`src/fpdm_pkg.sv`:
```
package fpdm_pkg;

  // clock and timing
  localparam int CLK_PERIOD_NS = 40;
  localparam int STANDBY_RECOVERY_MS = 500;
  // longest time, so integer division rounds down
  localparam int STANDBY_RECOVERY_CYC = (STANDBY_RECOVERY_MS * 1000000) / CLK_PERIOD_NS;
  localparam int STBY_CNT_W = 24;

  // cyclic frame
  localparam int FRAME_BYTES = 15;
  localparam int FRAME_BITS = FRAME_BYTES * 8;
  localparam int FRAME_CNT_W = $clog2(FRAME_BYTES + 1);

  // register byte offsets
  localparam logic [7:0] REG_CONFIG = 8'h00;
  localparam logic [7:0] REG_STATE = 8'h04;
  localparam logic [7:0] REG_IRQ_STATUS = 8'h08;
  localparam logic [7:0] REG_IRQ_CLEAR = 8'h0C;
  localparam logic [7:0] REG_IRQ_ENABLE = 8'h10;
  localparam logic [7:0] REG_VELOCITY = 8'h14;
  localparam logic [7:0] REG_LENGTH = 8'h18;
  localparam logic [7:0] REG_RATE_TEMP = 8'h1C;
  localparam logic [7:0] REG_CONTROL_BYTE = 8'h20;
  localparam logic [7:0] REG_NET_ADDR = 8'h24;
  localparam logic [7:0] REG_DEVICE_ID = 8'h28;

  // config register fields
  localparam int CFG_STANDBY_SELECT = 0;
  localparam int CFG_OUTPUT_ENABLE = 1;
  localparam int CFG_SYNC_SELECT = 2;
  localparam int CFG_STATIC_ADDR = 3;
  localparam int CFG_W = 4;
  localparam logic [CFG_W-1:0] CFG_RESET = 4'h2;

  // status byte fields
  localparam int ST_ERROR = 0;
  localparam int ST_SIGNAL = 1;
  localparam int ST_VEL_NEG = 2;
  localparam int ST_LEN_NEG = 3;

  // control byte fields
  localparam int CB_STANDBY_A = 0;
  localparam int CB_DIRECTION = 1;
  localparam int CB_STANDBY_TRIG_B = 2;
  localparam int CB_TRIG_A = 3;
  localparam int CB_CLEAR = 4;
  localparam int CB_SET_LO = 5;
  localparam int CB_SET_HI = 6;
  localparam int CB_RESTORE = 7;

  // interrupt status bits
  localparam int IRQ_FRAME = 0;
  localparam int IRQ_OVERRUN = 1;
  localparam int IRQ_CONTROL = 2;
  localparam int IRQ_CLEAR = 3;
  localparam int IRQ_RESTORE = 4;
  localparam int IRQ_READY = 5;
  localparam int IRQ_W = 6;

  // network address
  localparam logic [31:0] FALLBACK_ADDR = 32'hC0A80033;
  // arbitrary value, identifies this block only
  localparam logic [31:0] DEVICE_ID = 32'h00F0_D0A1;

  typedef struct packed {
    logic signed [32:0] velocity;  // 0.00001 m/s per count
    logic [15:0] rate;             // 0.1 % per count
    logic signed [47:0] length;    // 0.0001 m per count
    logic [7:0] err_num;
    logic err_flag;
    logic sig_flag;
    logic [7:0] temp;
  } fpdm_sample_t;

  typedef struct packed {
    logic standby;
    logic direction;
    logic trig_a;
    logic trig_b;
    logic clear_errors;
    logic restore;
    logic [1:0] restore_set;
  } fpdm_action_t;

  typedef struct packed {
    logic [7:0] data;
    logic last;
  } fpdm_tx_t;

  function automatic logic [47:0] fpdm_mag(input logic signed [47:0] v);
    fpdm_mag = v[47] ? 48'(-v) : 48'(v);
  endfunction

endpackage

```
`src/fpdm_serializer.sv`:
```
`timescale 1ns/1ps
`default_nettype none
module fpdm_serializer
  import fpdm_pkg::*;
(
  input wire logic pclk,                   // system clock
  input wire logic presetn,                // async reset, active low
  input wire logic clk_en,                 // freezes state while low
  input wire logic load,                   // take a new frame
  input wire logic [FRAME_BITS-1:0] frame, // msb goes out first
  output logic busy,                       // frame in flight
  output logic tx_valid,                   // byte valid
  input wire logic tx_ready,               // sink takes byte
  output fpdm_tx_t tx                      // byte and end mark
);

  typedef struct packed {
    logic [FRAME_BITS-1:0] shreg;
    logic [FRAME_CNT_W-1:0] left;
  } fpdm_ser_state_t;

  fpdm_ser_state_t s_q;
  fpdm_ser_state_t s_d;

  always_comb begin
    s_d = s_q;
    if (s_q.left != '0) begin
      if (tx_ready) begin
        s_d.shreg = {s_q.shreg[FRAME_BITS-9:0], 8'h00};
        s_d.left = s_q.left - 1'b1;
      end
    end else if (load) begin
      s_d.shreg = frame;
      s_d.left = FRAME_CNT_W'(FRAME_BYTES);
    end
  end

  always_ff @(posedge pclk or negedge presetn) begin
    if (!presetn) begin
      s_q <= '0;
    end else if (clk_en) begin
      s_q <= s_d;
    end
  end

  assign busy = (s_q.left != '0);
  assign tx_valid = busy;
  assign tx.data = s_q.shreg[FRAME_BITS-1:FRAME_BITS-8];
  assign tx.last = (s_q.left == FRAME_CNT_W'(1));

endmodule // fpdm_serializer
`default_nettype wire

```
`src/fpdm_mapper.sv`:
```
// How it works
// - frame: counter, velocity, rate, length, error, status, temperature
// - velocity, length, rate as scaled integer counts
// - magnitudes only; signs go to status
// - sent length wraps at 32 bits
// - status: error, signal, speed sign, length sign
// - standby select set: bit 0 means standby
// - bit 1 drives counting direction
// - bit 3 trigger one, bit 2 trigger two when standby select set
// - bit 4 rising edge clears errors once
// - bits 6:5 pick set, bit 7 restores
// - standby select clear: bit 2 means standby
// - ready again at most 500 ms after standby
// - frames continuous or trigger synchronous
// - status values readable for the web page
// - dhcp address, else fixed fallback address
`timescale 1ns/1ps
`default_nettype none
module fpdm_mapper
  import fpdm_pkg::*;
#(
  parameter int STANDBY_CYC = STANDBY_RECOVERY_CYC
) (
  input wire logic pclk,               // system clock, 25 MHz
  input wire logic presetn,            // async reset, active low
  input wire logic clk_en,             // freezes all state while low
  input wire logic psel,               // apb select
  input wire logic penable,            // apb access phase
  input wire logic pwrite,             // apb direction
  input wire logic [7:0] paddr,        // apb byte address
  input wire logic [31:0] pwdata,      // apb write data
  output logic [31:0] prdata,          // apb read data
  output logic pready,                 // apb ready
  output logic pslverr,                // apb error on unmapped address
  output logic irq,                    // level interrupt
  input wire logic sample_valid,       // new measurement from the sensor
  input wire fpdm_sample_t sample,     // measurement values
  input wire logic ctrl_valid,         // control byte update from scanner
  input wire logic [7:0] ctrl_byte,    // scanner control byte
  output fpdm_action_t action,         // decoded sensor actions
  output logic meas_ready,             // sensor ready to measure
  input wire logic dhcp_bound,         // dhcp lease obtained
  input wire logic dhcp_timeout,       // no dhcp server answered
  input wire logic [31:0] dhcp_addr,   // leased address
  output logic [31:0] net_addr,        // address in use
  output logic tx_valid,               // frame byte valid
  input wire logic tx_ready,           // network side takes the byte
  output fpdm_tx_t tx                  // frame byte and end mark
);

  typedef struct packed {
    logic [CFG_W-1:0] cfg;
    logic [IRQ_W-1:0] irq_st;
    logic [IRQ_W-1:0] irq_en;
    logic [7:0] cb;
    fpdm_action_t act;
    logic [STBY_CNT_W-1:0] stby_cnt;
    logic ready;
    logic [31:0] rdata;
    fpdm_sample_t smp;
    logic smp_ok;
    logic [15:0] fcnt;
    logic trig_prev;
    logic [31:0] addr;
    logic irq;
  } fpdm_state_t;

  localparam logic [STBY_CNT_W-1:0] STBY_LAST = STBY_CNT_W'(STANDBY_CYC - 1);

  fpdm_state_t s_q;
  fpdm_state_t s_d;

  logic ser_busy;
  logic ser_load;
  logic [FRAME_BITS-1:0] frame;
  logic [47:0] vel_mag;
  logic [47:0] len_mag;
  logic [7:0] status_byte;
  logic [7:0] cb_rise;
  logic standby_now;
  logic trig_now;
  logic launch;
  logic wr_acc;
  logic rd_setup;

  function automatic logic addr_mapped(input logic [7:0] a);
    addr_mapped = (a == REG_CONFIG) || (a == REG_STATE) || (a == REG_IRQ_STATUS) ||
                  (a == REG_IRQ_CLEAR) || (a == REG_IRQ_ENABLE) || (a == REG_VELOCITY) ||
                  (a == REG_LENGTH) || (a == REG_RATE_TEMP) || (a == REG_CONTROL_BYTE) ||
                  (a == REG_NET_ADDR) || (a == REG_DEVICE_ID);
  endfunction

  function automatic logic [7:0] make_status(input fpdm_sample_t m);
    logic [7:0] b;
    b = 8'h00;
    b[ST_ERROR] = m.err_flag;
    b[ST_SIGNAL] = m.sig_flag;
    b[ST_VEL_NEG] = m.velocity[32];
    b[ST_LEN_NEG] = m.length[47];
    make_status = b;
  endfunction

  // frame built from the latched sample
  assign vel_mag = fpdm_mag(48'(s_q.smp.velocity));
  assign len_mag = fpdm_mag(s_q.smp.length);
  assign status_byte = make_status(s_q.smp);
  // low 32 bits only; the accumulator upstream keeps its full 48 bits
  assign frame = {s_q.fcnt, vel_mag[31:0], s_q.smp.rate, len_mag[31:0],
                  s_q.smp.err_num, status_byte, s_q.smp.temp};

  // control byte decode, latest value once per capture
  assign cb_rise = ctrl_byte & ~s_q.cb;
  assign standby_now = s_q.cfg[CFG_STANDBY_SELECT] ? s_q.cb[CB_STANDBY_A]
                                                   : s_q.cb[CB_STANDBY_TRIG_B];
  assign trig_now = s_q.act.trig_a | s_q.act.trig_b;

  // continuous: every sample not replaced by a newer one while a frame is in flight; synchronous: rising trigger sends the latest sample
  always_comb begin
    launch = 1'b0;
    if (s_q.cfg[CFG_OUTPUT_ENABLE] && s_q.smp_ok) begin
      if (s_q.cfg[CFG_SYNC_SELECT]) begin
        launch = trig_now && !s_q.trig_prev;
      end else begin
        launch = 1'b1;
      end
    end
  end
  assign ser_load = launch && !ser_busy;

  assign wr_acc = psel && penable && pwrite;
  assign rd_setup = psel && !penable && !pwrite;

  always_comb begin
    s_d = s_q;
    s_d.act.clear_errors = 1'b0;
    s_d.act.restore = 1'b0;
    // clear applied before the events below, so a same-cycle event sets the bit again
    if (wr_acc && (paddr == REG_IRQ_CLEAR)) begin
      s_d.irq_st = s_q.irq_st & ~pwdata[IRQ_W-1:0];
    end

    // sample capture; smp_ok drops once a continuous frame is taken
    if (sample_valid) begin
      s_d.smp = sample;
      s_d.smp_ok = 1'b1;
    end else if (ser_load && !s_q.cfg[CFG_SYNC_SELECT]) begin
      s_d.smp_ok = 1'b0;
    end
    s_d.trig_prev = trig_now;
    if (ser_load) begin
      s_d.fcnt = s_q.fcnt + 16'h0001;
      s_d.irq_st[IRQ_FRAME] = 1'b1;
    end
    // a waiting sample that could not start while the last frame is in flight is dropped when a new sample arrives
    if (launch && ser_busy && !s_q.cfg[CFG_SYNC_SELECT] && sample_valid) begin
      s_d.irq_st[IRQ_OVERRUN] = 1'b1;
    end

    // control byte
    if (ctrl_valid) begin
      s_d.cb = ctrl_byte;
      if (ctrl_byte != s_q.cb) begin
        s_d.irq_st[IRQ_CONTROL] = 1'b1;
      end
      if (cb_rise[CB_CLEAR]) begin
        s_d.act.clear_errors = 1'b1;
        s_d.irq_st[IRQ_CLEAR] = 1'b1;
      end
      // edge only, so a held bit 7 restores once
      if (cb_rise[CB_RESTORE]) begin
        s_d.act.restore = 1'b1;
        s_d.act.restore_set = ctrl_byte[CB_SET_HI:CB_SET_LO];
        s_d.irq_st[IRQ_RESTORE] = 1'b1;
      end
    end
    s_d.act.direction = s_q.cb[CB_DIRECTION];
    s_d.act.trig_a = s_q.cb[CB_TRIG_A];
    s_d.act.trig_b = s_q.cfg[CFG_STANDBY_SELECT] && s_q.cb[CB_STANDBY_TRIG_B];
    s_d.act.standby = standby_now;

    // recovery after standby
    if (s_q.act.standby) begin
      s_d.ready = 1'b0;
      s_d.stby_cnt = '0;
    end else if (!s_q.ready) begin
      if (s_q.stby_cnt >= STBY_LAST) begin
        s_d.ready = 1'b1;
        s_d.irq_st[IRQ_READY] = 1'b1;
      end else begin
        s_d.stby_cnt = s_q.stby_cnt + 1'b1;
      end
    end

    // network address
    if (s_q.cfg[CFG_STATIC_ADDR]) begin
      s_d.addr = FALLBACK_ADDR;
    end else if (dhcp_bound) begin
      s_d.addr = dhcp_addr;
    end else if (dhcp_timeout) begin
      s_d.addr = FALLBACK_ADDR;
    end

    // register writes; a clear loses against a same-cycle set
    if (wr_acc) begin
      unique case (paddr)
        REG_CONFIG: begin
          s_d.cfg = pwdata[CFG_W-1:0];
        end
        REG_IRQ_ENABLE: begin
          s_d.irq_en = pwdata[IRQ_W-1:0];
        end
        default: begin
        end
      endcase
    end

    // read data prepared in the setup phase, stable in the access phase
    if (rd_setup) begin
      unique case (paddr)
        REG_CONFIG: s_d.rdata = 32'(s_q.cfg);
        REG_STATE: s_d.rdata = {22'h000000, s_q.act.standby, s_q.ready, status_byte};
        REG_IRQ_STATUS: s_d.rdata = 32'(s_q.irq_st);
        REG_IRQ_ENABLE: s_d.rdata = 32'(s_q.irq_en);
        REG_VELOCITY: s_d.rdata = vel_mag[31:0];
        REG_LENGTH: s_d.rdata = len_mag[31:0];
        REG_RATE_TEMP: s_d.rdata = {s_q.smp.err_num, s_q.smp.temp, s_q.smp.rate};
        REG_CONTROL_BYTE: s_d.rdata = {24'h000000, s_q.cb};
        REG_NET_ADDR: s_d.rdata = s_q.addr;
        REG_DEVICE_ID: s_d.rdata = DEVICE_ID;
        default: s_d.rdata = 32'h00000000;
      endcase
    end

    s_d.irq = |(s_d.irq_st & s_d.irq_en);
  end

  always_ff @(posedge pclk or negedge presetn) begin
    if (!presetn) begin
      s_q <= '0;
      s_q.cfg <= CFG_RESET;
      s_q.ready <= 1'b1;
    end else if (clk_en) begin
      s_q <= s_d;
    end
  end

  fpdm_serializer u_ser (
    .pclk(pclk),
    .presetn(presetn),
    .clk_en(clk_en),
    .load(ser_load),
    .frame(frame),
    .busy(ser_busy),
    .tx_valid(tx_valid),
    .tx_ready(tx_ready),
    .tx(tx)
  );

  assign prdata = s_q.rdata;
  assign pready = psel && penable;
  assign pslverr = psel && penable && !addr_mapped(paddr);
  assign irq = s_q.irq;
  assign action = s_q.act;
  assign meas_ready = s_q.ready;
  assign net_addr = s_q.addr;

endmodule // fpdm_mapper
`default_nettype wire

```
`config.mk`:
```
export PLATFORM = sky130hd
export DESIGN_NAME = fpdm_mapper
export DESIGN_NICKNAME = d
export VERILOG_FILES = /design/src/fpdm_pkg.sv /design/src/fpdm_serializer.sv /design/src/fpdm_mapper.sv
export SDC_FILE = /design/constraint.sdc
export NUM_CORES = 1
export LEC_CHECK = 0
export ABC_AREA = 1
export BUFFER_PORTS_ARGS = -buffer_cell sky130_fd_sc_hd__buf_2
export CORE_MARGIN = 2
export CORE_UTILIZATION = 58
export DETAILED_ROUTE_END_ITERATION = 10
export PLACE_DENSITY_LB_ADDON = 0.08
export SETUP_SLACK_MARGIN = 0.1
export SLEW_MARGIN = 20
export SYNTH_ARGS = -nofsm -noshare
export SYNTH_HDL_FRONTEND = slang
export SYNTH_SLANG_ARGS = --single-unit
```
`constraint.sdc`:
```
create_clock -name pclk -period 2.3 [get_ports pclk]
set_input_delay 0.46 -clock pclk [delete_from_list [all_inputs] [get_ports pclk]]
set_output_delay 0.46 -clock pclk [all_outputs]
set_load 0.02 [all_outputs]
```
# Word level (Yosys, flattened, before mapping)
# Index checks and enable logic that the tools add are counted.
[totals]
reg_bits = 379
[op_classes]
order_cmp = 1
n_eq_ne = 15
addsub = 5
bitwise = 6
n_reduce_logical = 46
muxes = 33
[ops]
columns = ["op", "count"]
rows = [
  ["two-way mux 124 bit", 3],
  ["case mux 32 bit (10 select lines)", 1],
  ["two-way mux 32 bit", 5],
  ["negation 32 bit", 2],
  ["two-way mux 25 bit", 2],
  ["== test 8 x 5 -> 1 bit, second input constant", 4],
  ["adder 24 x 1 -> 24 bit, second input constant", 1],
  ["== test 8 x 6 -> 1 bit, second input constant", 3],
  ["greater-or-equal comparator 24 bit, second input constant", 1],
  ["two-way mux 24 bit", 1],
  ["two-way mux 6 bit", 3],
  ["adder 16 x 1 -> 16 bit, second input constant", 1],
  ["== test 8 x 4 -> 1 bit, second input constant", 2],
  ["two-way mux 1 bit", 15],
  ["logical AND 1 bit", 14],
  ["bitwise AND 6 bit", 2],
  ["AND reduction 2 bit", 6],
  ["AND reduction 3 bit", 4],
  ["logical OR 1 bit", 10],
  ["bitwise AND 8 bit", 1],
  ["== test 8 x 3 -> 1 bit, second input constant", 1],
  ["logical NOT 8 bit", 1],
  ["!= test 8 bit", 1],
  ["NOT 8 bit", 1],
  ["other kinds (13)", 21],
]

# Longest topological paths before layout
[depth]
word_depth = 13
ltp_mapped = 13
mapped_depth_nobuf = 13

# By module
# From an unflattened synthesis, not the netlist that was laid out.
[unflattened]
hier_cells = 2814
area_unflattened_um2 = 20312.0
[by_module_without_submodules]
columns = ["module", "cells_per_inst", "area_each_um2", "n_inst"]
rows = [
  ["fpdm_mapper", 1895, 14057.2, 1],
  ["fpdm_serializer", 919, 6254.7, 1],
]

# Worst setup path after synthesis
# No wires, ideal clock.
[synth_timing]
path_type = "in2out"
startpoint = "input port paddr[5]"
endpoint = "output port pslverr"
stages = 7
path_slack_ps = 245
arrival_time_ps = 1595
path_buffers = 2
t_required_ps = 1840
path_cell_list = "inv_1 -> nor3_1 -> nand2_1 -> buf_2 -> buf_6 -> nand4_1 -> nor3b_1"
[synth_between]
elab_chain_cells = 13
elab_cells_between_ends = 23
[synth_rtl]
columns = ["item", "line", "rtl"]
rows = [
  ["start: declaration", "fpdm_mapper.sv:30", "input wire logic [7:0] paddr,"],
  ["== test 8 x 3 -> 1 bit or logical NOT 8 bit (tied branches)", "fpdm_mapper.sv:87", "addr_mapped = (a == REG_CONFIG) || (a == REG_STATE) || (a == REG_IRQ_STATUS) ||"],
  ["logical OR 1 bit (3 in a row)", "fpdm_mapper.sv:87", ""],
  ["logical OR 1 bit (3 in a row)", "fpdm_mapper.sv:88", "(a == REG_IRQ_CLEAR) || (a == REG_IRQ_ENABLE) || (a == REG_VELOCITY) ||"],
  ["logical OR 1 bit (3 in a row)", "fpdm_mapper.sv:89", "(a == REG_LENGTH) || (a == REG_RATE_TEMP) || (a == REG_CONTROL_BYTE) ||"],
  ["logical OR 1 bit *", "fpdm_mapper.sv:90", "(a == REG_NET_ADDR) || (a == REG_DEVICE_ID);"],
  ["logical NOT 1 bit *", "fpdm_mapper.sv:261", "assign pslverr = psel && penable && !addr_mapped(paddr);"],
  ["logical AND 1 bit *", "fpdm_mapper.sv:261", ""],
  ["end: declaration", "fpdm_mapper.sv:34", "output logic pslverr,"],
]
# Mark *: on every way between the ends. The rest lies on a longest branch, timed or not.

# Final worst setup path
[layout_timing]
startpoint = "register u_ser.s_q[1] in the netlist's numbering"
endpoint = "output port tx_valid"
[layout_between]
elab_chain_cells = 1
[layout_rtl]
columns = ["item", "line", "rtl"]
rows = [
  ["start: declaration", "fpdm_serializer.sv:22", "fpdm_ser_state_t s_q;"],
  ["start signal: assignment", "fpdm_serializer.sv:40", "s_q <= '0;"],
  ["start signal: assignment", "fpdm_serializer.sv:42", "s_q <= s_d;"],
  ["nonzero test 4 bit", "fpdm_serializer.sv:46", "assign busy = (s_q.left != '0);"],
  ["end: declaration", "fpdm_mapper.sv:46", "output logic tx_valid,"],
]
# Every way passes these cells.

==> impl_metrics.tcl <==
set metrics [dict create \
    cp_data_required_time_ns 1.84 \
    buffer_ports.inserted 250 \
    wire_per_inst_um 20.4 \
    cts_buffer_depth 3 \
    synth_ff_type "sky130_fd_sc_hd__dfrtp_1" \
    critPathCaptureType "output port" \
    cellPowerDensity_nw_per_um2 904 \
    capturing_point_of_the_worst_reg2reg_path "prdata[24]" \
    first_global_vias 17936 \
    mostFrequentLayoutCell "sky130_fd_sc_hd__nand2_1" \
    finalWirelength_mm 66.0 \
    finalSetupViolations 0 \
    report.final.hold_viol_count 0 \
    slew_viol_final 0 \
    timing.critical_path.cells "inv_1 -> ha_4 -> nand3_4 -> buf_12 -> buf_2" \
    status "finished, final reports clean" \
    clkLatencyLatePin_ns 0.55 \
    tritoncts "yes" \
    first_pass_grt_wire_length_mm 102 \
    worst_hold_path.endpoint "s_d[228]" \
    mostFrequentLayoutCells "sky130_fd_sc_hd__nand2_1 (618), sky130_fd_sc_hd__dfrtp_1 (362), sky130_fd_sc_hd__nor2_1 (335)" \
    post_drt_via_cell_ratio 5.75 \
    tcrit_tclk_final_pct 92.6 \
    drt_pre_antenna_iters 6 \
    gr-usage-met1_pct 53.7 \
    grt_overflow 0 \
    power.static_leakage_nw 11.0 \
    setup-tns-final_ns 0 \
    grt_busiest_layer "met2" \
    family_of_cells_with_the_greatest_summed_delay_on_the_critical_path "buffers and inverters" \
    arrival_ns 1.67 \
    tritoncts_num_sinks 364 \
    launch_point_of_the_worst_reg_to_reg_path "s_q[70]" \
    synth_warnings 0 \
    post_synthesis_cell_area_um2 19800 \
    groute.usage.overall_pct 37.2 \
    max-slew-margin-rel_pct 59.7 \
    synth_net_count 2790 \
    cp_num_buf_inv 3 \
    initial_antenna_violation_count 1 \
    rsz0062_at_grt "true" \
    placeableCoreArea_um2 33500 \
    route.detailed.drc 0 \
    final_area_um2 22900 \
    clockRootBuffer "sky130_fd_sc_hd__clkbuf_16" \
    fp.dieArea_um2 35600 \
    finalWorstPathRequiredPeriod_ns 2.13 \
    hp-start "ctrl_byte[3]" \
    synthesis.instances 2576 \
    timing.critical_path.slowest_cell_delay_ns 0.38 \
    pin_count 292 \
    syn_area_per_cell_um2 7.68 \
    timing.critical_path.from "u_ser.s_q[1]" \
    start_kind "flop" \
    synthToLayoutAreaGrowth_pct 15.5 \
    fin_nets 2968 \
    yosysSeqAreaShare_pct 46.1 \
    reg2reg_setup_slack_ns 0.18 \
    tritoncts.num_buffers 40 \
    clk_pin_slew_worst_paths_ns 0.06 \
    holdCritPathClass "in2reg" \
    nFillCells 2935 \
    met2_usage_pct 57.3 \
    critPathMaxFanout 14 \
    cells_on_worst_reg2reg_path 12 \
    core.rowCount 67 \
    worst_hold_path.num_cells 3 \
    die_w_um 189 \
    start_util_pct 59.0 \
    category_of_the_most_critical_setup_path "reg2out" \
    synth.distinct_cells 48 \
    gpl.final_weighted_congestion 0.978 \
    grt_start_max_net_pins 112 \
    grt.met3_usage_pct 6.28 \
    htree_levels 2 \
    drive_above_1_share_pct 18.9 \
    detail-route-antenna-nets 0 \
    synth-edff-count 0 \
    critPathSlowestCell "sky130_fd_sc_hd__dfrtp_1" \
    synth-async-reset-ratio_pct 100 \
    vdd_drop_max_mv 0.784 \
    synth-seq-cells 364 \
    max_clock_freq_mhz 470 \
    die_h_um 189 \
    hpwl_mm 49.9 \
    max_cap_viol_count 0 \
    detailroute.via_count 18591 \
    fin_worst_skew_ns 0.0142 \
    tightest_slew_ns 0.600 \
    placement.cell_area_um2 21300 \
    first_iter_violations 1977 \
]
## per-stage QoR
step	power (mW)	cells	worst slack (ns)	hold slack [ns]	util [%]
detailed placement	13.7	3151	0.0512	0.400	63.4
floorplan	11.9	2576	0.245	0.164	-
global placement	13.5	3151	0.116	0.402	63.4
CTS	20.6	3226	0.110	0.132	67.8
finish	20.7	3231	0.171	0.137	68.2
global route	21.6	3231	0.0455	0.136	68.2
## synth_stat cells, types with 28 or more instances
master | count | area, um^2
sky130_fd_sc_hd__clkbuf_1 | 63 | 236
sky130_fd_sc_hd__mux2_2 | 41 | 462
sky130_fd_sc_hd__dfrtp_1 | 362 | 9060
sky130_fd_sc_hd__xor2_1 | 44 | 385
sky130_fd_sc_hd__nand2_1 | 625 | 2350
sky130_fd_sc_hd__nand3_1 | 179 | 896
sky130_fd_sc_hd__a21oi_1 | 182 | 911
sky130_fd_sc_hd__nor2_1 | 339 | 1270
sky130_fd_sc_hd__nand4_1 | 28 | 175
sky130_fd_sc_hd__buf_2 | 37 | 185
sky130_fd_sc_hd__inv_1 | 207 | 777
sky130_fd_sc_hd__buf_4 | 88 | 661
sky130_fd_sc_hd__a31oi_1 | 49 | 307
sky130_fd_sc_hd__o21ai_0 | 150 | 751
## routing by layer
layer | vias to the layer above | share of wire [%]
li1 | 8644 | -
met1 | 8961 | 43
met2 | 865 | 45
met3 | 121 | 8.9
met4 | 0 | 3.3
met5 | - | 0
## area by class of cell
type	instances	area (um^2)	area share, %
flip-flops and latches	364	9110	39.9
repair buffers	338	2210	9.68
inverters	214	811	3.55
multi-input cells	1796	8810	38.5
well taps	448	561	2.45
diodes	1	2.50	0.0109
clock buffers	55	1170	5.11
clock inverters	15	186	0.816
## worst register-to-register path, cell delays in order (launching register included)
cell,delay [ns]
sky130_fd_sc_hd__dfrtp_1,0.35
sky130_fd_sc_hd__inv_1,0.08
sky130_fd_sc_hd__ha_1,0.21
sky130_fd_sc_hd__nand3_1,0.12
sky130_fd_sc_hd__buf_4,0.17
sky130_fd_sc_hd__nor2_1,0.18
sky130_fd_sc_hd__nand4_1,0.12
sky130_fd_sc_hd__nand2_1,0.07
sky130_fd_sc_hd__nand2_1,0.06
sky130_fd_sc_hd__nand3_1,0.20
sky130_fd_sc_hd__nand2_1,0.14
sky130_fd_sc_hd__o21ai_0,0.22
sky130_fd_sc_hd__nand2_1,0.09
## cells by family (layout without fill, tap and decap cells)
group	after synthesis	in the layout	synth area share, %
muxes	41	41	2.33
adders and majority gates	8	8	0.506
xor gates and xnor gates	56	56	2.48
DFF	364	364	46.1
other	0	1	0
AOI/OAI and AO/OA	450	450	12.4
buffers and inverters	416	622	10.1
and+or+nand+nor	1241	1241	26.1
## state kept, by name, indices dropped and copies added (netlist names)
| register | cells |
|---|---|
| prdata | 32 |
| u_ser.s_q | 116 |
| frame | 52 |
| net_addr | 32 |
| u_ser.tx | 8 |
| meas_ready | 1 |
| s_q | 112 |
| action | 8 |
| irq | 1 |
| s_d | 2 |
## worst max-delay path by stage
stage                             to  depth (start not counted)
after detailed placement  frame[117]                          9
after global placement       pslverr                          8
after floorplan              pslverr                          7
after CTS                   tx_valid                          5
final                       tx_valid                          5
after global routing      prdata[30]                         14
## power breakdown
part | switching [mW] | internal (mW)
clock | 2.71 | 4.00
sequential | 1.05 | 7.72
combinational | 3.31 | 1.86
total | 7.07 | 13.6
## timing repair
item | 4_1_cts | 5_1_grt
pin swaps | 3 | 5
buffers inserted | 2 | 4
resized for setup | 7 | 20
endpoints found under the hold margin | 38 | 0
setup endpoints to repair | 9 | 20
gates cloned | 2 | 0
hold buffers | 1 | 0
Note: power is estimated with default switching activity, not from simulation.
